## src/logic/adc_sync_feature_pkg.sv

```systemverilog
// Behaviour
// - feature bit0 enables over-range pin, resets one
// - assign bit0 picks core A or B
// - no sync unless master enable set
// - pulses reach divider only with bits 1,0
// - bit2 clear: resync on every pulse
// - bit2 set: first pulse only, rest ignored
// - with bit2 set, divider sync enable self-clears after sync
// - user bit7 lets output-enable pin act
// - user bit3 enables low-rate detect, starts oscillator while encode rate is low
// - user bit2 runs oscillator unconditionally
package adc_sync_feature_pkg;
  localparam logic [12:0] ADDR_CHANNEL_INDEX = 13'h0005;
  localparam logic [12:0] ADDR_CHANNEL_FEATURE = 13'h002A;
  localparam logic [12:0] ADDR_OUTPUT_ASSIGN = 13'h002E;
  localparam logic [12:0] ADDR_SYNC_CTRL = 13'h0100;
  localparam logic [12:0] ADDR_USER_MISC = 13'h0101;
  localparam logic [1:0] CHANNEL_INDEX_RESET = 2'h3;
  localparam logic FEATURE_RESET = 1'h1;
  localparam logic ASSIGN_RESET_A = 1'h0;
  localparam logic ASSIGN_RESET_B = 1'h1;
  localparam logic [2:0] SYNC_CTRL_RESET = 3'h1;
  localparam logic [7:0] USER_MISC_RESET = 8'h88;
  localparam logic [7:0] USER_MISC_MASK = 8'h8D;
  localparam int SYNC_MASTER_BIT = 0;
  localparam int SYNC_DIVIDER_BIT = 1;
  localparam int SYNC_NEXT_ONLY_BIT = 2;
  localparam int USER_OE_PIN_BIT = 7;
  localparam int USER_DETECT_BIT = 3;
  localparam int USER_RUN_OSC_BIT = 2;
  localparam int USER_NO_PULLDOWN_BIT = 0;
  localparam int INSTR_BITS = 16;
  localparam int INSTR_READ_BIT = 15;
endpackage

```

## src/logic/pin_sync.sv

```systemverilog
`timescale 1ns/1ps
`default_nettype none
module pin_sync #(
  parameter int WIDTH = 1
) (
  input wire logic mclk,
  input wire logic reset_n,
  input wire logic [WIDTH-1:0] async_in,
  output logic [WIDTH-1:0] sync_out
);
  logic [WIDTH-1:0] stage1;

  // a zero-width synchroniser has nothing to carry
  if (WIDTH < 1) begin : g_bad_width
    $error("pin_sync needs at least one bit");
  end

  // two flops; the first is read only by the second
  always_ff @(posedge mclk or negedge reset_n) begin
    if (!reset_n) begin
      stage1 <= '0;
      sync_out <= '0;
    end else begin
      stage1 <= async_in;
      sync_out <= stage1;
    end
  end
endmodule
`default_nettype wire

```

## src/logic/adc_sync_feature_control.sv

```systemverilog
`timescale 1ns/1ps
`default_nettype none
module adc_sync_feature_control (
  input wire logic mclk,
  input wire logic reset_n,
  input wire logic sclk,
  input wire logic csb_n,
  input wire logic sdio_in,
  output logic sdio_out,
  output logic sdio_oe_n,
  output logic sdio_pulldown_en,
  input wire logic sync_pin,
  output logic divider_sync,
  input wire logic output_enable_pin_n,
  output logic data_outputs_en,
  input wire logic encode_rate_low,
  output logic low_rate_detect_en,
  output logic low_rate_oscillator,
  output logic over_range_en_a,
  output logic over_range_en_b,
  output logic core_sel_a,
  output logic core_sel_b
);
  logic [5:0] pins_sync;
  logic sclk_s, sel_s, sdio_s, sync_s, oe_pin_s, low_rate_s;
  logic sclk_d, sync_d;
  logic [4:0] instr_cnt;
  logic [2:0] byte_bit;
  logic [14:0] instr_shift;
  logic [6:0] data_shift;
  logic is_read;
  logic [12:0] addr;
  logic [1:0] channel_index;
  logic [1:0] feature;
  logic [1:0] assign_sel;
  logic [2:0] sync_ctrl;
  logic [7:0] user_misc;

  pin_sync #(.WIDTH(6)) u_pin_sync (
    .mclk(mclk),
    .reset_n(reset_n),
    .async_in({sclk, !csb_n, sdio_in, sync_pin, output_enable_pin_n, encode_rate_low}),
    .sync_out(pins_sync)
  );
  assign {sclk_s, sel_s, sdio_s, sync_s, oe_pin_s, low_rate_s} = pins_sync;
  // select travels inverted so the cleared synchroniser reads as deselected after reset
  wire csb_s = !sel_s;

  // the shift logic assumes a 16-bit instruction with the read flag on top
  if (adc_sync_feature_pkg::INSTR_BITS != 16
      || adc_sync_feature_pkg::INSTR_READ_BIT != 15) begin : g_bad_instr
    $error("instruction layout does not fit the serial shift logic");
  end

  // serial port event decode
  wire sclk_rise = sclk_s && !sclk_d && !csb_s;
  wire in_instr = (instr_cnt != 5'(adc_sync_feature_pkg::INSTR_BITS));
  wire instr_done = sclk_rise && (instr_cnt == 5'(adc_sync_feature_pkg::INSTR_BITS - 1));
  wire byte_done = sclk_rise && !in_instr && (byte_bit == 3'h7);
  wire [7:0] wr_byte = {data_shift, sdio_s};
  wire wr_strobe = byte_done && !is_read;
  wire wr_index = wr_strobe && (addr == adc_sync_feature_pkg::ADDR_CHANNEL_INDEX);
  wire wr_feature = wr_strobe && (addr == adc_sync_feature_pkg::ADDR_CHANNEL_FEATURE);
  wire wr_assign = wr_strobe && (addr == adc_sync_feature_pkg::ADDR_OUTPUT_ASSIGN);
  wire wr_sync = wr_strobe && (addr == adc_sync_feature_pkg::ADDR_SYNC_CTRL);
  wire wr_user = wr_strobe && (addr == adc_sync_feature_pkg::ADDR_USER_MISC);

  // per-channel fields read from channel A when it is indexed, else B
  wire rd_ch = channel_index[0] ? 1'b0 : 1'b1;

  // readback; open bits read zero
  function automatic logic [7:0] read_reg(
    input logic [12:0] a,
    input logic [1:0] index_bits,
    input logic feat_bit,
    input logic sel_bit,
    input logic [2:0] sync_bits,
    input logic [7:0] user_bits
  );
    begin
      case (a)
        adc_sync_feature_pkg::ADDR_CHANNEL_INDEX: read_reg = {6'h00, index_bits};
        adc_sync_feature_pkg::ADDR_CHANNEL_FEATURE: read_reg = {7'h00, feat_bit};
        adc_sync_feature_pkg::ADDR_OUTPUT_ASSIGN: read_reg = {7'h00, sel_bit};
        adc_sync_feature_pkg::ADDR_SYNC_CTRL: read_reg = {5'h00, sync_bits};
        adc_sync_feature_pkg::ADDR_USER_MISC: read_reg = user_bits;
        default: read_reg = 8'h00;
      endcase
    end
  endfunction
  // every register is an argument, so the wire follows a change of any of them
  wire [7:0] read_data = read_reg(addr, channel_index, feature[rd_ch], assign_sel[rd_ch],
    sync_ctrl, user_misc);

  // sync path qualification
  wire sync_rise = sync_s && !sync_d;
  wire master_en = sync_ctrl[adc_sync_feature_pkg::SYNC_MASTER_BIT];
  wire divider_en = sync_ctrl[adc_sync_feature_pkg::SYNC_DIVIDER_BIT];
  wire next_only = sync_ctrl[adc_sync_feature_pkg::SYNC_NEXT_ONLY_BIT];
  wire pass_sync = sync_rise && master_en && divider_en;
  // one-shot: the divider enable drops with the pulse, so later pulses are blocked
  wire one_shot_done = pass_sync && next_only;

  // edge history flops
  always_ff @(posedge mclk or negedge reset_n) begin
    if (!reset_n) begin
      sclk_d <= 1'b0;
      sync_d <= 1'b0;
    end else begin
      sclk_d <= sclk_s;
      sync_d <= sync_s;
    end
  end

  // instruction and data shifting, address walks down per byte
  always_ff @(posedge mclk or negedge reset_n) begin
    if (!reset_n) begin
      instr_cnt <= 5'h00;
      byte_bit <= 3'h0;
      instr_shift <= 15'h0000;
      data_shift <= 7'h00;
      is_read <= 1'b0;
      addr <= 13'h0000;
    end else if (csb_s) begin
      instr_cnt <= 5'h00;
      byte_bit <= 3'h0;
    end else if (sclk_rise) begin
      if (in_instr) begin
        instr_cnt <= instr_cnt + 5'h01;
        instr_shift <= {instr_shift[13:0], sdio_s};
        if (instr_done) begin
          is_read <= instr_shift[adc_sync_feature_pkg::INSTR_READ_BIT - 1];
          addr <= {instr_shift[11:0], sdio_s};
        end
      end else begin
        byte_bit <= byte_bit + 3'h1;
        data_shift <= wr_byte[6:0];
        if (byte_bit == 3'h7) begin
          addr <= addr - 13'h0001;
        end
      end
    end
  end

  // serial data pin drive during a read data phase
  always_ff @(posedge mclk or negedge reset_n) begin
    if (!reset_n) begin
      sdio_out <= 1'b0;
      sdio_oe_n <= 1'b1;
    end else begin
      sdio_out <= read_data[~byte_bit];
      sdio_oe_n <= !(!csb_s && is_read && !in_instr);
    end
  end

  // configuration registers
  always_ff @(posedge mclk or negedge reset_n) begin
    if (!reset_n) begin
      channel_index <= adc_sync_feature_pkg::CHANNEL_INDEX_RESET;
      feature <= {2{adc_sync_feature_pkg::FEATURE_RESET}};
      assign_sel <= {adc_sync_feature_pkg::ASSIGN_RESET_B, adc_sync_feature_pkg::ASSIGN_RESET_A};
      user_misc <= adc_sync_feature_pkg::USER_MISC_RESET;
    end else begin
      if (wr_index) begin
        channel_index <= wr_byte[1:0];
      end
      if (wr_feature && channel_index[0]) begin
        feature[0] <= wr_byte[0];
      end
      if (wr_feature && channel_index[1]) begin
        feature[1] <= wr_byte[0];
      end
      if (wr_assign && channel_index[0]) begin
        assign_sel[0] <= wr_byte[0];
      end
      if (wr_assign && channel_index[1]) begin
        assign_sel[1] <= wr_byte[0];
      end
      if (wr_user) begin
        user_misc <= wr_byte & adc_sync_feature_pkg::USER_MISC_MASK;
      end
    end
  end

  // sync control; a software write in the same cycle beats the self-clear
  always_ff @(posedge mclk or negedge reset_n) begin
    if (!reset_n) begin
      sync_ctrl <= adc_sync_feature_pkg::SYNC_CTRL_RESET;
    end else if (wr_sync) begin
      sync_ctrl <= wr_byte[2:0];
    end else if (one_shot_done) begin
      sync_ctrl[adc_sync_feature_pkg::SYNC_DIVIDER_BIT] <= 1'b0;
    end
  end

  // registered outputs
  always_ff @(posedge mclk or negedge reset_n) begin
    if (!reset_n) begin
      divider_sync <= 1'b0;
      data_outputs_en <= 1'b1;
      low_rate_detect_en <= 1'b0;
      low_rate_oscillator <= 1'b0;
      sdio_pulldown_en <= 1'b1;
      over_range_en_a <= 1'b0;
      over_range_en_b <= 1'b0;
      core_sel_a <= 1'b0;
      core_sel_b <= 1'b0;
    end else begin
      divider_sync <= pass_sync;
      data_outputs_en <= !(user_misc[adc_sync_feature_pkg::USER_OE_PIN_BIT] && oe_pin_s);
      low_rate_detect_en <= user_misc[adc_sync_feature_pkg::USER_DETECT_BIT];
      low_rate_oscillator <= user_misc[adc_sync_feature_pkg::USER_RUN_OSC_BIT]
        || (user_misc[adc_sync_feature_pkg::USER_DETECT_BIT] && low_rate_s);
      sdio_pulldown_en <= !user_misc[adc_sync_feature_pkg::USER_NO_PULLDOWN_BIT];
      over_range_en_a <= feature[0];
      over_range_en_b <= feature[1];
      core_sel_a <= assign_sel[0];
      core_sel_b <= assign_sel[1];
    end
  end
endmodule
`default_nettype wire

```

## config.mk

```make
export PLATFORM = sky130hd
export DESIGN_NAME = adc_sync_feature_control
export DESIGN_NICKNAME = d
export VERILOG_FILES = /design/src/logic/adc_sync_feature_pkg.sv /design/src/logic/pin_sync.sv /design/src/logic/adc_sync_feature_control.sv
export SDC_FILE = /design/constraint.sdc
export NUM_CORES = 1
export LEC_CHECK = 0
export BUFFER_PORTS_ARGS = -buffer_cell sky130_fd_sc_hd__buf_2
export CORE_ASPECT_RATIO = 1.25
export CORE_MARGIN = 2
export CORE_UTILIZATION = 65
export DETAILED_ROUTE_END_ITERATION = 10
export GPL_TIMING_DRIVEN = 0
export PLACE_DENSITY = 0.84
export SYNTH_ARGS = -nofsm -noshare
export SYNTH_HDL_FRONTEND = slang
export SYNTH_SLANG_ARGS = --single-unit
export TNS_END_PERCENT = 5
```

## constraint.sdc

```tcl
create_clock -name mclk -period 5.7 [get_ports mclk]
set_input_delay 0.855 -clock mclk [delete_from_list [all_inputs] [get_ports mclk]]
set_output_delay 0.855 -clock mclk [all_outputs]
set_load 0.05 [all_outputs]
```

==> metrics.csv <==
metric,value,unit
grt ovf,0,
leakage,1.87,nW
n_diodes,0,
"CTS clk-pin slew, worst paths",0.09,ns
Area Overhead vs Synth,11.3,%
final setup fails,0,
Hold Path Depth,0,
Antenna Nets Post-Route,0,
Fin. Hold Viols,0,
"Distinct cells, synth",48,
Die W,70.4,um
dpl cells,388,
Synth Register Bits,82,
Worst EP arrival,2.70,ns
input/output buffers,18,
YS warnings,0,
CP max stage cell,or4_4,
CTS tree,done,
FF/Latch Area,2070,um2
NetSw,292,uW
Synth Instances,305,
RSZ-0062 raised after global routing,false,
endpoint of the worst-slack reg-to-reg timing path,channel_index[1],
Clock Skew,0.00863,ns
Initial Util,66.8,%
num ports,19,
"slowest stage delay, CP",0.61,ns
drt first-iter violations,154,
first-pass GRT wire length,11.6,mm
element type at the critical path start,flop,
wire length per cell,16.6,um
hold_buf cts,0,
hpwl dp,4.72,mm
status,completed,
depth of the most critical reg-to-reg path,5,
async set-reset flop share out of synthesis,100,%
"EDFF count, synth",0,
min-delay worst type,reg -> reg,
H-tree depth,3,
data required time at the worst endpoint,5.98,ns
Peak VDD IR,0.154,mV
Int Power,869,uW
Reg power frac,55.7,%
Worst-Margin Slew,0.657,ns
First-pass DRT Iterations,4,
syn_nets,322,
fmax,0.414,GHz
worst reg2reg path startpoint,addr[9],
height of the die,87.0,um
Worst-Skew Late Latency,0.35,ns
share of post-route cells with drive strength above 1,26.8,%
relative slew slack,55.8,%
Clk pwr share,37.1,%
DRC viols,0,
postcts setup bufs,0,
power per standard cell area,291,nW/um2
Tcrit/Tclk final,42.4,%
Setup TNS,0,ns
Clock Tree Buf Depth,2,
Vias,2424,
DRT Wirelength,6.72,mm
fin nets,352,
Switching Fraction,25.1,%
Total GRT Usage,24.5,%
worst reg-to-reg setup slack,3.29,ns
fillers,359,
sequential-to-total area share from yosys stat,57.6,%
crit end category,flop,
clock sink count,82,
routed vias/inst,6.00,
ys flop type,dfrtp_1,
largest net degree at the start of global routing,49,
row cnt,30,
footprint of the multi-input gates,1430,um2
min cycle time layout,2.41,ns
critical-path cell list,"or4_4, nor4_1, inv_1, nor3_1, mux2_2",
total CTS buffers,9,
vias in the first global route,2602,
GPL Wtd Cong,0.855,
Setup CP Type,reg -> reg,
worst-path fanout max,7,
Die ar.,6130,um2
clock root cell,clkbuf_8,
Max Cap Violations,0,
antenna violations before repair,0,
Resize count post-CTS,0,
logic gate share of total power,7.2,%
Core Region,5370,um2
Hold EP,u_pin_sync.sync_out[5],
hold path start,u_pin_sync.stage1[5],
pins over their slew limit,0,
fin cells,404,
Avg Inst Size Synth,11.8,um2
Synth Cell Area,3580,um2
-- layout make-up --
cell class                 instances  area share [%]
multi-input combinational        199            35.8
tap                               64            2.01
clock inverter                     7            2.04
inverter                          12            1.13
buffer                            12            1.13
clock buffer                       9            3.10
timing repair buffer              19            3.01
sequential                        82            51.8
-- registers in the layout (all words and copies together), names as in the netlist, 3 cells and up --
register,count
instr_shift,15
instr_cnt,5
user_misc,4
addr,13
byte_bit,3
data_shift,7
u_pin_sync.stage1,6
sync_ctrl,3
u_pin_sync.sync_out,6
-- power by group through the flow --
| stage | registers (mW) | clock network, mW | logic (mW) |
|---|---|---|---|
| global route | 0.650 | 0.466 | 0.0954 |
| floorplan | 0.644 | 0 | 0.0583 |
| finish | 0.646 | 0.431 | 0.0837 |
| CTS | 0.646 | 0.438 | 0.0849 |
| detailed placement | 0.657 | 0 | 0.0841 |
| global placement | 0.655 | 0 | 0.0780 |
-- per-layer routing --
layer  wire length [um]  vias to the layer above  part of all wire (%)  track usage [%]
li1                   -                     1149                     -                -
met1               2720                     1190                    41             28.4
met2               3470                       61                    52             41.0
met3                279                       24                   4.2             5.67
met4                250                        0                   3.7             15.7
met5                  0                        -                     0                0
-- synth_stat cells, drive strengths merged (2+ instances only) --
cell,count,area [um2]
o22ai,3,18.8
nand3,13,70.1
or4,3,30.0
nand2b,3,18.8
and2,7,43.8
or3,2,13.8
xnor2,4,35.0
dfrtp,71,1780
a21boi,4,30.0
o21ai,18,90.1
buf,2,7.51
dfstp,11,289
nand2,23,86.3
inv,12,45.0
nor4,5,31.3
a22oi,3,22.5
a22o,2,17.5
clkbuf,10,37.5
nor2b,3,18.8
mux2,36,405
nor3,7,40.0
nor2,13,48.8
nand4,5,31.3
a21oi,17,85.1
ha,9,113
-- cells in the final DEF (no fill, tap or decap), drive strengths merged, types with 5 or more instances in the layout --
cell	synthesis	final
dfstp	11	11
nand3	13	13
and2	7	7
a21oi	17	17
nand4	5	5
clkbuf	10	19
nor3	7	7
nor2	13	13
nor4	5	5
buf	2	21
inv	12	17
dfrtp	71	71
nand2	23	23
ha	9	9
mux2	36	36
o21ai	18	18
-- how the worst max path moves through the flow --
stage / from / endpoint / slack, ns / cells after the start
2_1_floorplan: addr[9] / user_misc[0] / 3.56 / 5
3_3_place_gp: reset_n / instr_shift[7] / 3.24 / 1
3_5_place_dp: instr_cnt[0] / instr_shift[8] / 3.33 / 8
4_1_cts: addr[9] / channel_index[1] / 3.29 / 5
5_1_grt: addr[9] / channel_index[1] / 3.15 / 5
6_report: addr[9] / channel_index[1] / 3.29 / 5
-- per-stage QoR --
| stage | setup WS (ns) | hold WS, ns | util (%) | area [um2] | power [mW] |
|---|---|---|---|---|---|
| floorplan | 3.56 | 0.331 | - | 3580 | 0.703 |
| global placement | 3.24 | 0.332 | 70.0 | 3750 | 0.733 |
| detailed placement | 3.33 | 0.335 | 70.5 | 3780 | 0.741 |
| CTS | 3.29 | 0.355 | 74.3 | 3990 | 1.17 |
| global route | 3.15 | 0.370 | 74.3 | 3990 | 1.21 |
| finish | 3.29 | 0.352 | 74.3 | 3990 | 1.16 |
-- critical path, delay by kind of cell, from the launching register on --
family / cells / cell delay (ns)
flops: 1 / 0.45
simple gates: 3 / 1.42
mux: 1 / 0.38
buf+inv: 1 / 0.09
-- cell families (layout without fill, tap and decap cells) --
group           Yosys count  count (layout)  share of synthesized area [%]
simple gates             92              92                           14.0
flops                    82              82                           57.6
compound gates           56              56                           9.49
mux                      38              38                           12.2
buf+inv                  24              59                           2.51
fa+ha+maj                 9               9                           3.14
xor+xnor                  4               4                          0.977
Note: power is estimated with default switching activity, not from simulation.
